File: src/logic/masb_defines.svh
/*
  Offsets, field positions, reset values and codes for the abnormal event status block.
  Assumes it is included by bare name; holds definitions only.
*/
`ifndef MASB_DEFINES_SVH
`define MASB_DEFINES_SVH
`define MASB_OFF_STATUS    12'h028
`define MASB_OFF_IRQ_EN    12'h02c
`define MASB_OFF_IRQ_CLR   12'h030
`define MASB_OFF_EVENTS    12'h034
`define MASB_BIT_AIS       15
`define MASB_BIT_BUSERR    13
`define MASB_BIT_GPT       11
`define MASB_BIT_RXWD      9
`define MASB_BIT_RXSTOP    8
`define MASB_BIT_RXNODESC  7
`define MASB_BIT_RXDONE    6
`define MASB_BIT_TXUF      5
`define MASB_BIT_TXJAB     3
`define MASB_BIT_TXSTOP    1
`define MASB_BEK_LSB       23
`define MASB_BEK_MSB       25
`define MASB_BEK_PARITY    3'h0
`define MASB_BEK_MABORT    3'h1
`define MASB_BEK_TABORT    3'h2
`define MASB_FLAG_MASK     32'h0000_2be0
`define MASB_ABN_MASK      32'h0000_2baa
`define MASB_RESET_STATUS  32'h0000_0000
`define MASB_RESET_BEK     3'h0
`define MASB_TXDESC_UF_BIT 1
`endif

File: src/logic/masb_pkg.sv
/*
  Types for the abnormal event status block.
  Assumes nothing beyond the defines header.
*/
package masb_pkg;
  typedef enum logic [1:0] {
    MASB_RX_RUN,
    MASB_RX_SUSP,
    MASB_RX_STOP
  } masb_rx_e;
  typedef enum logic [0:0] {
    MASB_BUS_OK,
    MASB_BUS_HALT
  } masb_bus_e;
  typedef logic [2:0] masb_bek_t;
endpackage

File: src/logic/masb_flag_if.sv
/*
  Carrier between the top and the flag bank: per-bit set and clear vectors
  and the latched flag word.
  Assumes both ends share the system clock.
*/
`timescale 1ns/10ps
interface masb_flag_if #(parameter int W = 32);
  logic [W-1:0] set_vec;
  logic [W-1:0] clr_vec;
  logic [W-1:0] flags;
  modport ctrl (output set_vec, output clr_vec, input flags);
  modport bank (input set_vec, input clr_vec, output flags);
endinterface

File: src/logic/masb_flag_bank.sv
/*
  Bank of sticky event flags, one per bit of the status word.
  Assumes set and clear vectors are synchronous to i_sys_clk.
*/
`timescale 1ns/10ps
`include "masb_defines.svh"
module masb_flag_bank
  import masb_pkg::*;
#(
  parameter int W = 32
) (
  input  wire logic  i_sys_clk,   // System clock.
  input  wire logic  i_resetn,    // Asynchronous reset, active low.
  masb_flag_if.bank  fl           // Set, clear and flag word.
);
  logic [W-1:0] flag_r;
  logic [W-1:0] flag_nxt;

  // Each bit is held until a one is written; a set in the same cycle wins.
  for (genvar g = 0; g < W; g++) begin : g_flag
    always_comb begin
      flag_nxt[g] = fl.set_vec[g] | (flag_r[g] & ~fl.clr_vec[g]);
    end
  end

  // Registers only; the reset value is the all-zero word.
  always_ff @(posedge i_sys_clk or negedge i_resetn) begin
    if (!i_resetn) begin
      flag_r <= `MASB_RESET_STATUS;
    end else begin
      flag_r <= flag_nxt;
    end
  end

  assign fl.flags = flag_r;
endmodule

File: src/logic/masb_status.sv
/*
  Abnormal event status bits of the DMA status register with an APB slave,
  interrupt enable and clear registers, bus halt and receive suspend control.
  Assumes the DMA engines present one-cycle event pulses on the system clock.
*/
// Design decisions made here: the placing of the registers and the APB register port.
//Contract
//Summary bit 15 ORs abnormal flags.
//Bus fault sets bit 13, records kind.
//After bus fault, no new master accesses.
//Only software reset restores bus access.
//General timer expiry latches bit 11.
//Receive watchdog expiry latches bit 9.
//Receive entering stop latches bit 8.
//Missing descriptor sets bit 7, suspends receive.
//Software gives descriptor, then polls receive.
//Recognised frame resumes suspended receive.
//Finished frame latches bit 6.
//Transmit FIFO underflow latches bit 5.
//Underflow suspends transmit, marks descriptor bit.
//Flags sticky, cleared by writing one.
//Kind codes parity, master, target abort.
//Summary drops when sources cleared; reserved zero.
`timescale 1ns/10ps
`include "masb_defines.svh"
module masb_status
  import masb_pkg::*;
(
  input  wire logic        i_sys_clk,        // System clock, 100 MHz.
  input  wire logic        i_resetn,         // Asynchronous reset, active low.
  input  wire logic        i_psel,           // APB select.
  input  wire logic        i_penable,        // APB access phase.
  input  wire logic        i_pwrite,         // APB write.
  input  wire logic [11:0] i_paddr,          // APB byte address.
  input  wire logic [31:0] i_pwdata,         // APB write data.
  output logic             o_pready,         // APB ready.
  output logic [31:0]      o_prdata,         // APB read data.
  output logic             o_pslverr,        // APB error on unmapped address.
  input  wire logic        i_soft_reset,     // Software reset pulse.
  input  wire logic        i_parity_err,     // Bus parity error pulse.
  input  wire logic        i_master_abort,   // Bus master abort pulse.
  input  wire logic        i_target_abort,   // Bus target abort pulse.
  input  wire logic        i_gpt_expired,    // General timer ran out.
  input  wire logic        i_rxwd_expired,   // Receive watchdog timed out.
  input  wire logic        i_rx_to_stop,     // Receive state entered stop.
  input  wire logic        i_rx_desc_miss,   // Next receive descriptor unavailable.
  input  wire logic        i_rx_poll,        // Receive poll demand.
  input  wire logic        i_rx_addr_match,  // New frame passed address filter.
  input  wire logic        i_rx_done,        // Frame reception finished.
  input  wire logic        i_tx_underflow,   // Transmit FIFO ran empty mid frame.
  input  wire logic        i_tx_stopped,     // Transmit stopped event.
  input  wire logic        i_tx_jabber,      // Transmit jabber expiry event.
  input  wire logic        i_tx_resume,      // Transmit poll demand.
  output logic             o_bus_grant_ok,   // High while master accesses may start.
  output logic             o_rx_suspended,   // Receive process held suspended or stopped.
  output logic             o_tx_suspended,   // Transmit process held suspended.
  output logic             o_txdesc_uf_we,   // Write underflow mark to descriptor.
  output logic [31:0]      o_txdesc_uf_data, // Descriptor word mask holding the mark.
  output logic             o_irq             // Level interrupt.
);
  masb_flag_if #(.W(32)) fl ();

  masb_flag_bank #(.W(32)) u_bank (
    .i_sys_clk (i_sys_clk),
    .i_resetn  (i_resetn),
    .fl        (fl)
  );

  masb_bus_e    bus_r,  bus_nxt;
  masb_rx_e     rx_r,   rx_nxt;
  logic         tx_susp_r, tx_susp_nxt;
  masb_bek_t    bek_r,  bek_nxt;
  logic [31:0]  irq_en_r, irq_en_nxt;
  logic         uf_we_r, uf_we_nxt;
  logic [31:0]  prdata_r, prdata_nxt;
  logic         wr_acc;
  logic         rd_acc;
  logic         mapped;
  logic         bus_fault;
  logic         abnormal;
  logic [31:0]  status_word;

  // Access phase decode; every access completes in its first access cycle.
  assign wr_acc = i_psel & i_penable & i_pwrite;
  assign rd_acc = i_psel & i_penable & ~i_pwrite;
  assign mapped = (i_paddr == `MASB_OFF_STATUS) || (i_paddr == `MASB_OFF_IRQ_EN) ||
                  (i_paddr == `MASB_OFF_IRQ_CLR) || (i_paddr == `MASB_OFF_EVENTS);
  assign o_pready  = 1'b1;
  assign o_pslverr = i_psel & i_penable & ~mapped;

  assign bus_fault = i_parity_err | i_master_abort | i_target_abort;

  // Event set vector; only the in-scope and summary-source bits are wired.
  always_comb begin
    fl.set_vec = 32'h0;
    fl.set_vec[`MASB_BIT_BUSERR]   = bus_fault;
    fl.set_vec[`MASB_BIT_GPT]      = i_gpt_expired;
    fl.set_vec[`MASB_BIT_RXWD]     = i_rxwd_expired;
    fl.set_vec[`MASB_BIT_RXSTOP]   = i_rx_to_stop;
    fl.set_vec[`MASB_BIT_RXNODESC] = i_rx_desc_miss;
    fl.set_vec[`MASB_BIT_RXDONE]   = i_rx_done;
    fl.set_vec[`MASB_BIT_TXUF]     = i_tx_underflow;
    fl.set_vec[`MASB_BIT_TXJAB]    = i_tx_jabber;
    fl.set_vec[`MASB_BIT_TXSTOP]   = i_tx_stopped;
  end

  // Write-one-to-clear through the status offset or the clear register.
  // The transmit summary sources read zero but must still clear, or the
  // summary could never drop once a transmit event had been seen.
  always_comb begin
    fl.clr_vec = 32'h0;
    if (wr_acc && (i_paddr == `MASB_OFF_STATUS || i_paddr == `MASB_OFF_IRQ_CLR)) begin
      fl.clr_vec = i_pwdata & (`MASB_FLAG_MASK | `MASB_ABN_MASK);
    end
  end

  // Summary is combinational so it falls as soon as its last source clears.
  assign abnormal = |(fl.flags & `MASB_ABN_MASK);

  // Reserved bits 14, 12, 10 and the unimplemented fields read zero.
  always_comb begin
    status_word = fl.flags & `MASB_FLAG_MASK;
    status_word[`MASB_BIT_AIS] = abnormal;
    status_word[`MASB_BEK_MSB:`MASB_BEK_LSB] = bek_r;
  end

  // Kind field keeps the first fault seen; it is only meaningful while bit 13 is set.
  always_comb begin
    bek_nxt = bek_r;
    if (bus_fault && !fl.flags[`MASB_BIT_BUSERR]) begin
      if (i_parity_err) begin
        bek_nxt = `MASB_BEK_PARITY;
      end else if (i_master_abort) begin
        bek_nxt = `MASB_BEK_MABORT;
      end else begin
        bek_nxt = `MASB_BEK_TABORT;
      end
    end
  end

  // Bus halt: clearing the flag does not reopen the bus, so a stray clear
  // cannot resume mastering after a parity fault.
  always_comb begin
    bus_nxt = bus_r;
    case (bus_r)
      MASB_BUS_OK: begin
        if (bus_fault) begin
          bus_nxt = MASB_BUS_HALT;
        end
      end
      MASB_BUS_HALT: begin
        if (i_soft_reset) begin
          bus_nxt = MASB_BUS_OK;
        end
      end
      default: bus_nxt = MASB_BUS_OK;
    endcase
  end
  assign o_bus_grant_ok = (bus_r == MASB_BUS_OK) & ~bus_fault;

  // Receive process control as seen by this block.
  always_comb begin
    rx_nxt = rx_r;
    case (rx_r)
      MASB_RX_RUN: begin
        if (i_rx_to_stop) begin
          rx_nxt = MASB_RX_STOP;
        end else if (i_rx_desc_miss) begin
          rx_nxt = MASB_RX_SUSP;
        end
      end
      MASB_RX_SUSP: begin
        if (i_rx_to_stop) begin
          rx_nxt = MASB_RX_STOP;
        end else if (i_rx_poll || i_rx_addr_match) begin
          rx_nxt = MASB_RX_RUN;
        end
      end
      MASB_RX_STOP: begin
        if (i_rx_poll) begin
          rx_nxt = MASB_RX_RUN;
        end
      end
      default: rx_nxt = MASB_RX_RUN;
    endcase
  end
  assign o_rx_suspended = (rx_r != MASB_RX_RUN);

  // Transmit suspend and the one-cycle descriptor write of the underflow mark.
  always_comb begin
    tx_susp_nxt = tx_susp_r;
    if (i_tx_underflow) begin
      tx_susp_nxt = 1'b1;
    end else if (i_tx_resume) begin
      tx_susp_nxt = 1'b0;
    end
    uf_we_nxt = i_tx_underflow;
  end
  assign o_tx_suspended  = tx_susp_r;
  assign o_txdesc_uf_data = 32'h1 << `MASB_TXDESC_UF_BIT;

  // Interrupt enable register, same layout as the status word.
  always_comb begin
    irq_en_nxt = irq_en_r;
    if (wr_acc && i_paddr == `MASB_OFF_IRQ_EN) begin
      irq_en_nxt = i_pwdata & `MASB_FLAG_MASK;
    end
  end
  assign o_irq = |(fl.flags & irq_en_r & `MASB_FLAG_MASK);

  // Read mux; data is registered so it is stable at the completing edge.
  always_comb begin
    prdata_nxt = prdata_r;
    if (i_psel && !i_penable && !i_pwrite) begin
      case (i_paddr)
        `MASB_OFF_STATUS: prdata_nxt = status_word;
        `MASB_OFF_IRQ_EN: prdata_nxt = irq_en_r;
        `MASB_OFF_EVENTS: prdata_nxt = {29'h0, tx_susp_r, o_rx_suspended, bus_r == MASB_BUS_HALT};
        default:          prdata_nxt = 32'h0;
      endcase
    end else if (rd_acc) begin
      prdata_nxt = prdata_r;
    end
  end
  assign o_prdata = prdata_r;

  // State registers only.
  always_ff @(posedge i_sys_clk or negedge i_resetn) begin
    if (!i_resetn) begin
      bus_r     <= MASB_BUS_OK;
      rx_r      <= MASB_RX_RUN;
      tx_susp_r <= 1'b0;
      bek_r     <= `MASB_RESET_BEK;
      irq_en_r  <= 32'h0;
      uf_we_r   <= 1'b0;
      prdata_r  <= 32'h0;
    end else begin
      bus_r     <= bus_nxt;
      rx_r      <= rx_nxt;
      tx_susp_r <= tx_susp_nxt;
      bek_r     <= bek_nxt;
      irq_en_r  <= irq_en_nxt;
      uf_we_r   <= uf_we_nxt;
      prdata_r  <= prdata_nxt;
    end
  end
  assign o_txdesc_uf_we = uf_we_r;
endmodule

File: config.mk
export PLATFORM = sky130hd
export DESIGN_NAME = masb_status
export DESIGN_NICKNAME = d
export VERILOG_FILES = /design/src/logic/masb_pkg.sv /design/src/logic/masb_flag_if.sv /design/src/logic/masb_flag_bank.sv /design/src/logic/masb_status.sv
export VERILOG_INCLUDE_DIRS = /design/src /design/src/logic
export SDC_FILE = /design/constraint.sdc
export NUM_CORES = 1
export LEC_CHECK = 0
export CAP_MARGIN = 40
export CORE_MARGIN = 5
export CORE_UTILIZATION = 64
export CTS_BUF_LIST = sky130_fd_sc_hd__clkbuf_8
export DETAILED_ROUTE_END_ITERATION = 7
export DONT_BUFFER_PORTS = 1
export PLACE_DENSITY = 0.78
export SYNTH_ARGS = -nofsm -noshare
export SYNTH_HDL_FRONTEND = slang
export SYNTH_SLANG_ARGS = --single-unit
export TNS_END_PERCENT = 1
File: constraint.sdc
create_clock -name i_sys_clk -period 1.7 [get_ports i_sys_clk]
set_input_delay 0.085 -clock i_sys_clk [delete_from_list [all_inputs] [get_ports i_sys_clk]]
set_output_delay 0.085 -clock i_sys_clk [all_outputs]
set_load 0.02 [all_outputs]
; ---- Word level (Yosys, flattened, before mapping)
; Index checks and enable logic that the tools add are counted.
[word_totals]
latch_bits = 0
ramBits = 0
mem_bits_ro = 0
word_cells = 134
memories = 0
inputBits = 64
register_bits = 79
[classes]
mux = 15
eq_ne = 9
n_reduce_logical = 19
n_bitwise = 83
addsub = 0
shift = 0
div = 0
order_cmp = 0
multipliers = 0
[ops]
columns = op, count
row1 = one-hot mux 26 bit (3 select lines), 1
row2 = "== test 12 x 6 -> 1 bit, second input constant", 4
row3 = AND 1 bit, 36
row4 = "NOT 1 bit, first input constant", 18
row5 = NOT 1 bit, 17
row6 = AND 14 bit, 1
row7 = two-way mux 14 bit, 1
row8 = two-way mux 2 bit, 7
row9 = bitwise OR 1 bit, 11
row10 = OR reduction 8 bit, 1
row11 = OR reduction 7 bit, 1
row12 = "inequality test 3 bit, second input constant", 2
row13 = one-hot mux 2 bit (3 select lines), 1
row14 = logical AND 1 bit, 5
row15 = logical OR 1 bit, 5
row16 = two-way mux 1 bit, 4
row17 = nonzero test 2 bit, 2
row18 = logical NOT 1 bit, 3
row19 = AND reduction 3 bit, 1
row20 = "== test 2 x 1 -> 1 bit, second input constant", 1
row21 = "== test 2 bit, second input constant", 1
row22 = logical NOT 2 bit, 1
row23 = "inequality test 2 bit, second input constant", 1
row24 = one-hot mux 1 bit (2 select lines), 1

; ---- Depth between registers and ports, before layout
[logic_depth]
word_depth = 7
ltp_mapped = 5
ltp_nobuf = 4

; ---- By module
; From an unflattened synthesis, not the netlist that was laid out.
[hier_totals]
cells_unflattened = 282
hier_area_um2 = 2939.1
[modules_own_cells]
columns = mod, seq_area_each_um2, cells_per_inst, instances, area_per_inst_um2
row1 = masb_status, 675.6, 186, 1, 1778.0
row2 = masb_flag_bank, 800.8, 96, 1, 1161.1

; ---- Least setup slack after synthesis
; No wires, ideal clock.
[synth_timing]
path_kind = register to register
from = register bus_r
to = register bus_r
setup_time_ns = 0.171
arrival_time_ns = 1.229
path_stages_with_launch = 3
setup_slack_ns = 0.300
period_less_slack_ns = 1.400
t_required_ns = 1.529
cell_sequence = dfrtp_1 nor4_1 a21oi_1
[synth_via]
elab_chain_cells = 2
[synth_rtl]
columns = element, line
row1 = start: declaration, masb_status.sv:69  ; masb_bus_e bus_r, bus_nxt;
row2 = start signal: assignment, masb_status.sv:238  ; bus_r <= bus_nxt;
row3 = NOT 1 bit, n/a
row4 = one-hot mux 1 bit (2 select lines) (*), masb_status.sv:145  ; case (bus_r)
row5 = named net bus_nxt, masb_status.sv:69
; Mark *: on every way through the listed nets, which the timed path passes. The rest lies on a longest branch.
; A chain may end at the register's enable or synchronous reset.

; ---- Worst setup path after layout
[layout_timing]
from = input i_paddr[7]
to = register u_bank.flag_r[7] (netlist: u_bank.fl.flags[7])
[layout_via]
elab_chain_cells = 7
word_cells_on_any_way = 8
classes_between = eq/ne (2) / mux (1) / bitwise (3) / reduce/logical (2)
[layout_rtl]
columns = element, line
row1 = start: declaration, masb_status.sv:34  ; input wire logic [11:0] i_paddr,
row2 = == test 12 x 6 -> 1 bit, n/a
row3 = logical OR 1 bit (no source line) (*), n/a
row4 = logical AND 1 bit (*), masb_status.sv:112  ; if (wr_acc && (i_paddr == `MASB_OFF_STATUS || i_paddr == `MASB_OFF_IRQ_CLR)) begin
row5 = two-way mux 14 bit (*), masb_status.sv:112
row6 = NOT 1 bit (*), masb_flag_bank.sv:22  ; flag_nxt[g] = fl.set_vec[g] | (flag_r[g] & ~fl.clr_vec[g]);
row7 = AND 1 bit (*), masb_flag_bank.sv:22
row8 = bitwise OR 1 bit (*), masb_flag_bank.sv:22
row9 = named net u_bank.flag_nxt[7], masb_flag_bank.sv:17  ; logic [W-1:0] flag_nxt;
row10 = end signal: assignment, masb_flag_bank.sv:29  ; flag_r <= `MASB_RESET_STATUS;
row11 = end signal: assignment, masb_flag_bank.sv:31  ; flag_r <= flag_nxt;
row12 = end: declaration, masb_flag_bank.sv:16  ; logic [W-1:0] flag_r;
; Marked as above.

==> results.py <==
metrics = {
    "worst_setup_path": {
        "required_ps": 1870,
        "crit_path_top_delay_cell": "dlygate4sd3_1",
        "worst_path_largest_cell_delay_ps": 590,
        "path_cells": "nor3b_1 > o2111a_1 > a41oi_1 > dlygate4sd3_1",
        "path_max_fanout": 10,
        "worstSetupPathType": "primary input to flop",
        "cp_data_arrival_time_ps": 1740,
        "end_kind": "flop",
        "start_kind": "primary input",
    },
    "floorplan": {
        "num_io_pins": 135,
        "die_w_um": 66.6,
        "initial_core_util": 0.671,
        "coreArea_um2": 3050,
        "die_area_um2": 4430,
        "die_h_um": 66.6,
        "rows": 20,
    },
    "grt": {
        "grt_pass1_wl_um": 6790,
        "grt_pass1_vias": 1417,
        "grtUsageTotal": 0.209,
        "grt_max_degree": 37,
        "antenna_found_initial": 0,
        "overflow": 0,
    },
    "timing": {
        "min_period_ps": 1570,
        "finalCritPeriodShare": 0.926,
        "clock.fmax_mhz": 635,
        "holdWs_ps": 6.65,
        "tns_ps": 0,
        "clock_skew_ps": 7.62,
        "maxSlewViolCount": 0,
        "finalSetupViolations": 0,
        "rsz0062_at_grt": "false",
        "hold_viol": 0,
    },
    "place": {
        "place_area_um2": 1880,
        "gp_congestion": 0.781,
        "port_buffers": 0,
        "dp_hpwl_um": 3130,
    },
    "drt": {
        "dr_wl_met2_um": 2200,
        "detail_route.vias_per_cell": 5.35,
        "finalWirelength_um": 4400,
        "wire_per_inst_um": 16.4,
        "top_layer_used": "met4",
        "met3_length_um": 472,
        "vias": 1440,
        "drt_iter0_drc": 44,
        "drc": 0,
        "drt-pass1-iter-count": 4,
        "wl_met1_um": 1620,
        "drtAntennaViolNets": 0,
    },
    "logic_synthesis": {
        "async_flop_share": 1.00,
        "yosysSeqAreaShare": 0.440,
        "postSynthCellCount": 200,
        "synth_most_common_cell": "buf_4",
        "synth_common_cells": "buf_4, dfrtp_1, nor2_1",
        "synth_area_leaders": "dfrtp_1, buf_4, mux2_2",
        "yosysTopAreaCellShare": 0.440,
        "ys.flop_type": "dfrtp_1",
        "synth-edff-count": 0,
        "ys_ff_latch": 36,
        "ys_types": 36,
        "yosys_warnings": 0,
        "syn_avg_cell_area_um2": 10.2,
        "synth_top_cell_by_area": "dfrtp_1",
        "synth_area_um2": 2050,
    },
    "layout": {
        "diodes": 0,
        "fin_util": 0.727,
        "drive_gt1_frac": 0.107,
        "multiInputGateArea_um2": 910,
        "syn2layout_area_growth_pct": 8.43,
        "finish.instance_area_um2": 2220,
        "seqCellArea_um2": 901,
        "fill_cells": 234,
        "nNetsFinal": 289,
    },
    "clock_tree": {
        "cts_tree": "done",
        "cts_sinks": 36,
        "postCtsSetupBuffers": 0,
        "cts-buffers-inserted": 5,
        "htree_levels": 2,
        "clk_pin_slew_ps": 70,
        "cts-root-buf": "clkbuf_8",
        "clock_latency_ps": 290,
        "ctsLongestPathBuffers": 2,
    },
    "pwr": {
        "p_leak_uw": 0.00103,
        "power.internal_uw": 1300,
        "clkPwrFrac": 0.368,
        "comb_power_share": 0.132,
        "ir_drop_uv": 768,
        "p_sw_frac": 0.265,
        "power_density_nw_per_um2": 795,
        "power_frac_seq": 0.500,
        "power_switching_uw": 467,
    },
    "min_path": {
        "hp-class": "primary input to flop",
    },
    "run": {
        "cap_violations": 0,
    },
    "status": {
        "outcome": "complete, no violations",
    },
}
cell families (layout without fill, tap and decap cells):
kind of cell           count (synthesis)  after routing  synth area share
AOI/OAI and AO/OA                     31             31             0.106
muxes                                 16             16            0.0831
DFF                                   36             36             0.440
buffers and inverters                 58             33             0.208
other                                  2             52           0.00367
and+or+nand+nor                       57             57             0.159
cells in the final DEF, fill, tap and decap left out:
| master | synthesis | layout |
|---|---|---|
| clkbuf_8 | 0 | 7 |
| a22oi_1 | 2 | 2 |
| mux2_2 | 8 | 8 |
| nand4_4 | 1 | 1 |
| nor4_1 | 4 | 4 |
| nor4_4 | 1 | 1 |
| nand3_1 | 3 | 3 |
| a41oi_1 | 3 | 3 |
| o22a_1 | 1 | 1 |
| nand2_1 | 11 | 11 |
| a22o_1 | 6 | 6 |
| dlygate4sd3_1 | 0 | 22 |
| and2b_2 | 1 | 1 |
| buf_4 | 52 | 2 |
| nand2b_1 | 1 | 1 |
| o2111a_1 | 1 | 1 |
| and3_2 | 1 | 1 |
| inv_1 | 1 | 1 |
| conb_1 | 2 | 52 |
| and4_2 | 1 | 1 |
| nor2_1 | 18 | 18 |
| a222oi_1 | 1 | 1 |
| buf_12 | 0 | 1 |
| a31oi_1 | 5 | 5 |
| nor3b_1 | 7 | 7 |
| nor3_1 | 3 | 3 |
| and3_1 | 1 | 1 |
| o21ai_0 | 9 | 9 |
| dfrtp_1 | 36 | 36 |
| a21o_1 | 1 | 1 |
| a21oi_1 | 2 | 2 |
| and4b_1 | 1 | 1 |
| mux2i_1 | 8 | 8 |
| nor2b_1 | 2 | 2 |
| or2_2 | 1 | 1 |
path summary, 6_finish.rpt:
kind / slack (ps) / depth (start not counted) / endpoint / start
worst max-delay path: 130 / 4 / u_bank.fl.flags[7] / i_paddr[7]
max in group asynchronous: 1260 / 2 / irq_en_r[6] / i_resetn
worst min-delay path: 7 / 2 / o_prdata[9] / i_paddr[2]
worst max register to register: 150 / 3 / bek_r[0] / u_bank.fl.flags[13]
min in group asynchronous: 240 / 2 / o_prdata[2] / i_resetn
worst min register to register: 470 / 1 / rx_r[0] / rx_r[1]
power groups by stage:
| stage | Combinational (uW) | Sequential, uW | Clock, uW |
|---|---|---|---|
| 2_1_floorplan | 258 | 896 | 0 |
| 3_3_place_gp | 163 | 898 | 0 |
| 3_5_place_dp | 166 | 899 | 0 |
| 4_1_cts | 230 | 882 | 660 |
| 5_1_grt | 253 | 884 | 698 |
| 6_report | 234 | 883 | 650 |
routing by layer:
| metal | up-vias | GRT usage |
|---|---|---|
| met3 | 13 | 0.0675 |
| met4 | 0 | 0.0990 |
| met5 | - | 0 |
| met1 | 688 | 0.234 |
| met2 | 93 | 0.355 |
| li1 | 646 | - |
stage by stage:
| step | cells | setup WS [ps] | total power [uW] |
|---|---|---|---|
| finish | 269 | 125 | 1770 |
| global placement | 239 | 408 | 1060 |
| detailed placement | 239 | 320 | 1070 |
| floorplan | 250 | 300 | 1150 |
| global route | 269 | 56.3 | 1830 |
| CTS | 269 | 138 | 1770 |
cell type report:
type                    count  area share
well taps                  44      0.0248
repair buffers             25       0.115
flip-flops and latches     36       0.406
clock buffers               7      0.0434
multi-input cells         156       0.410
inverters                   1     0.00169
worst max-delay path: cells and delay by family:
kind,cells,cell delay [ps]
AOI/OAI and AO/OA,2,710
buffers and inverters,1,590
and+or+nand+nor,1,350
flip-flops by register name, summed over array words and instances, names as in the netlist:
register and flops:
o_tx_suspended 1, o_prdata 13, bus_r 1, rx_r 2, u_bank.fl.flags 9, o_txdesc_uf_we 1
bek_r 2, irq_en_r 7
timing repair:
action	in CTS	in global routing
resized for setup	0	0
hold buffers	23	0
hold endpoints to repair	58	0
setup endpoints to repair	0	0
(Power assumes the default switching activity.)
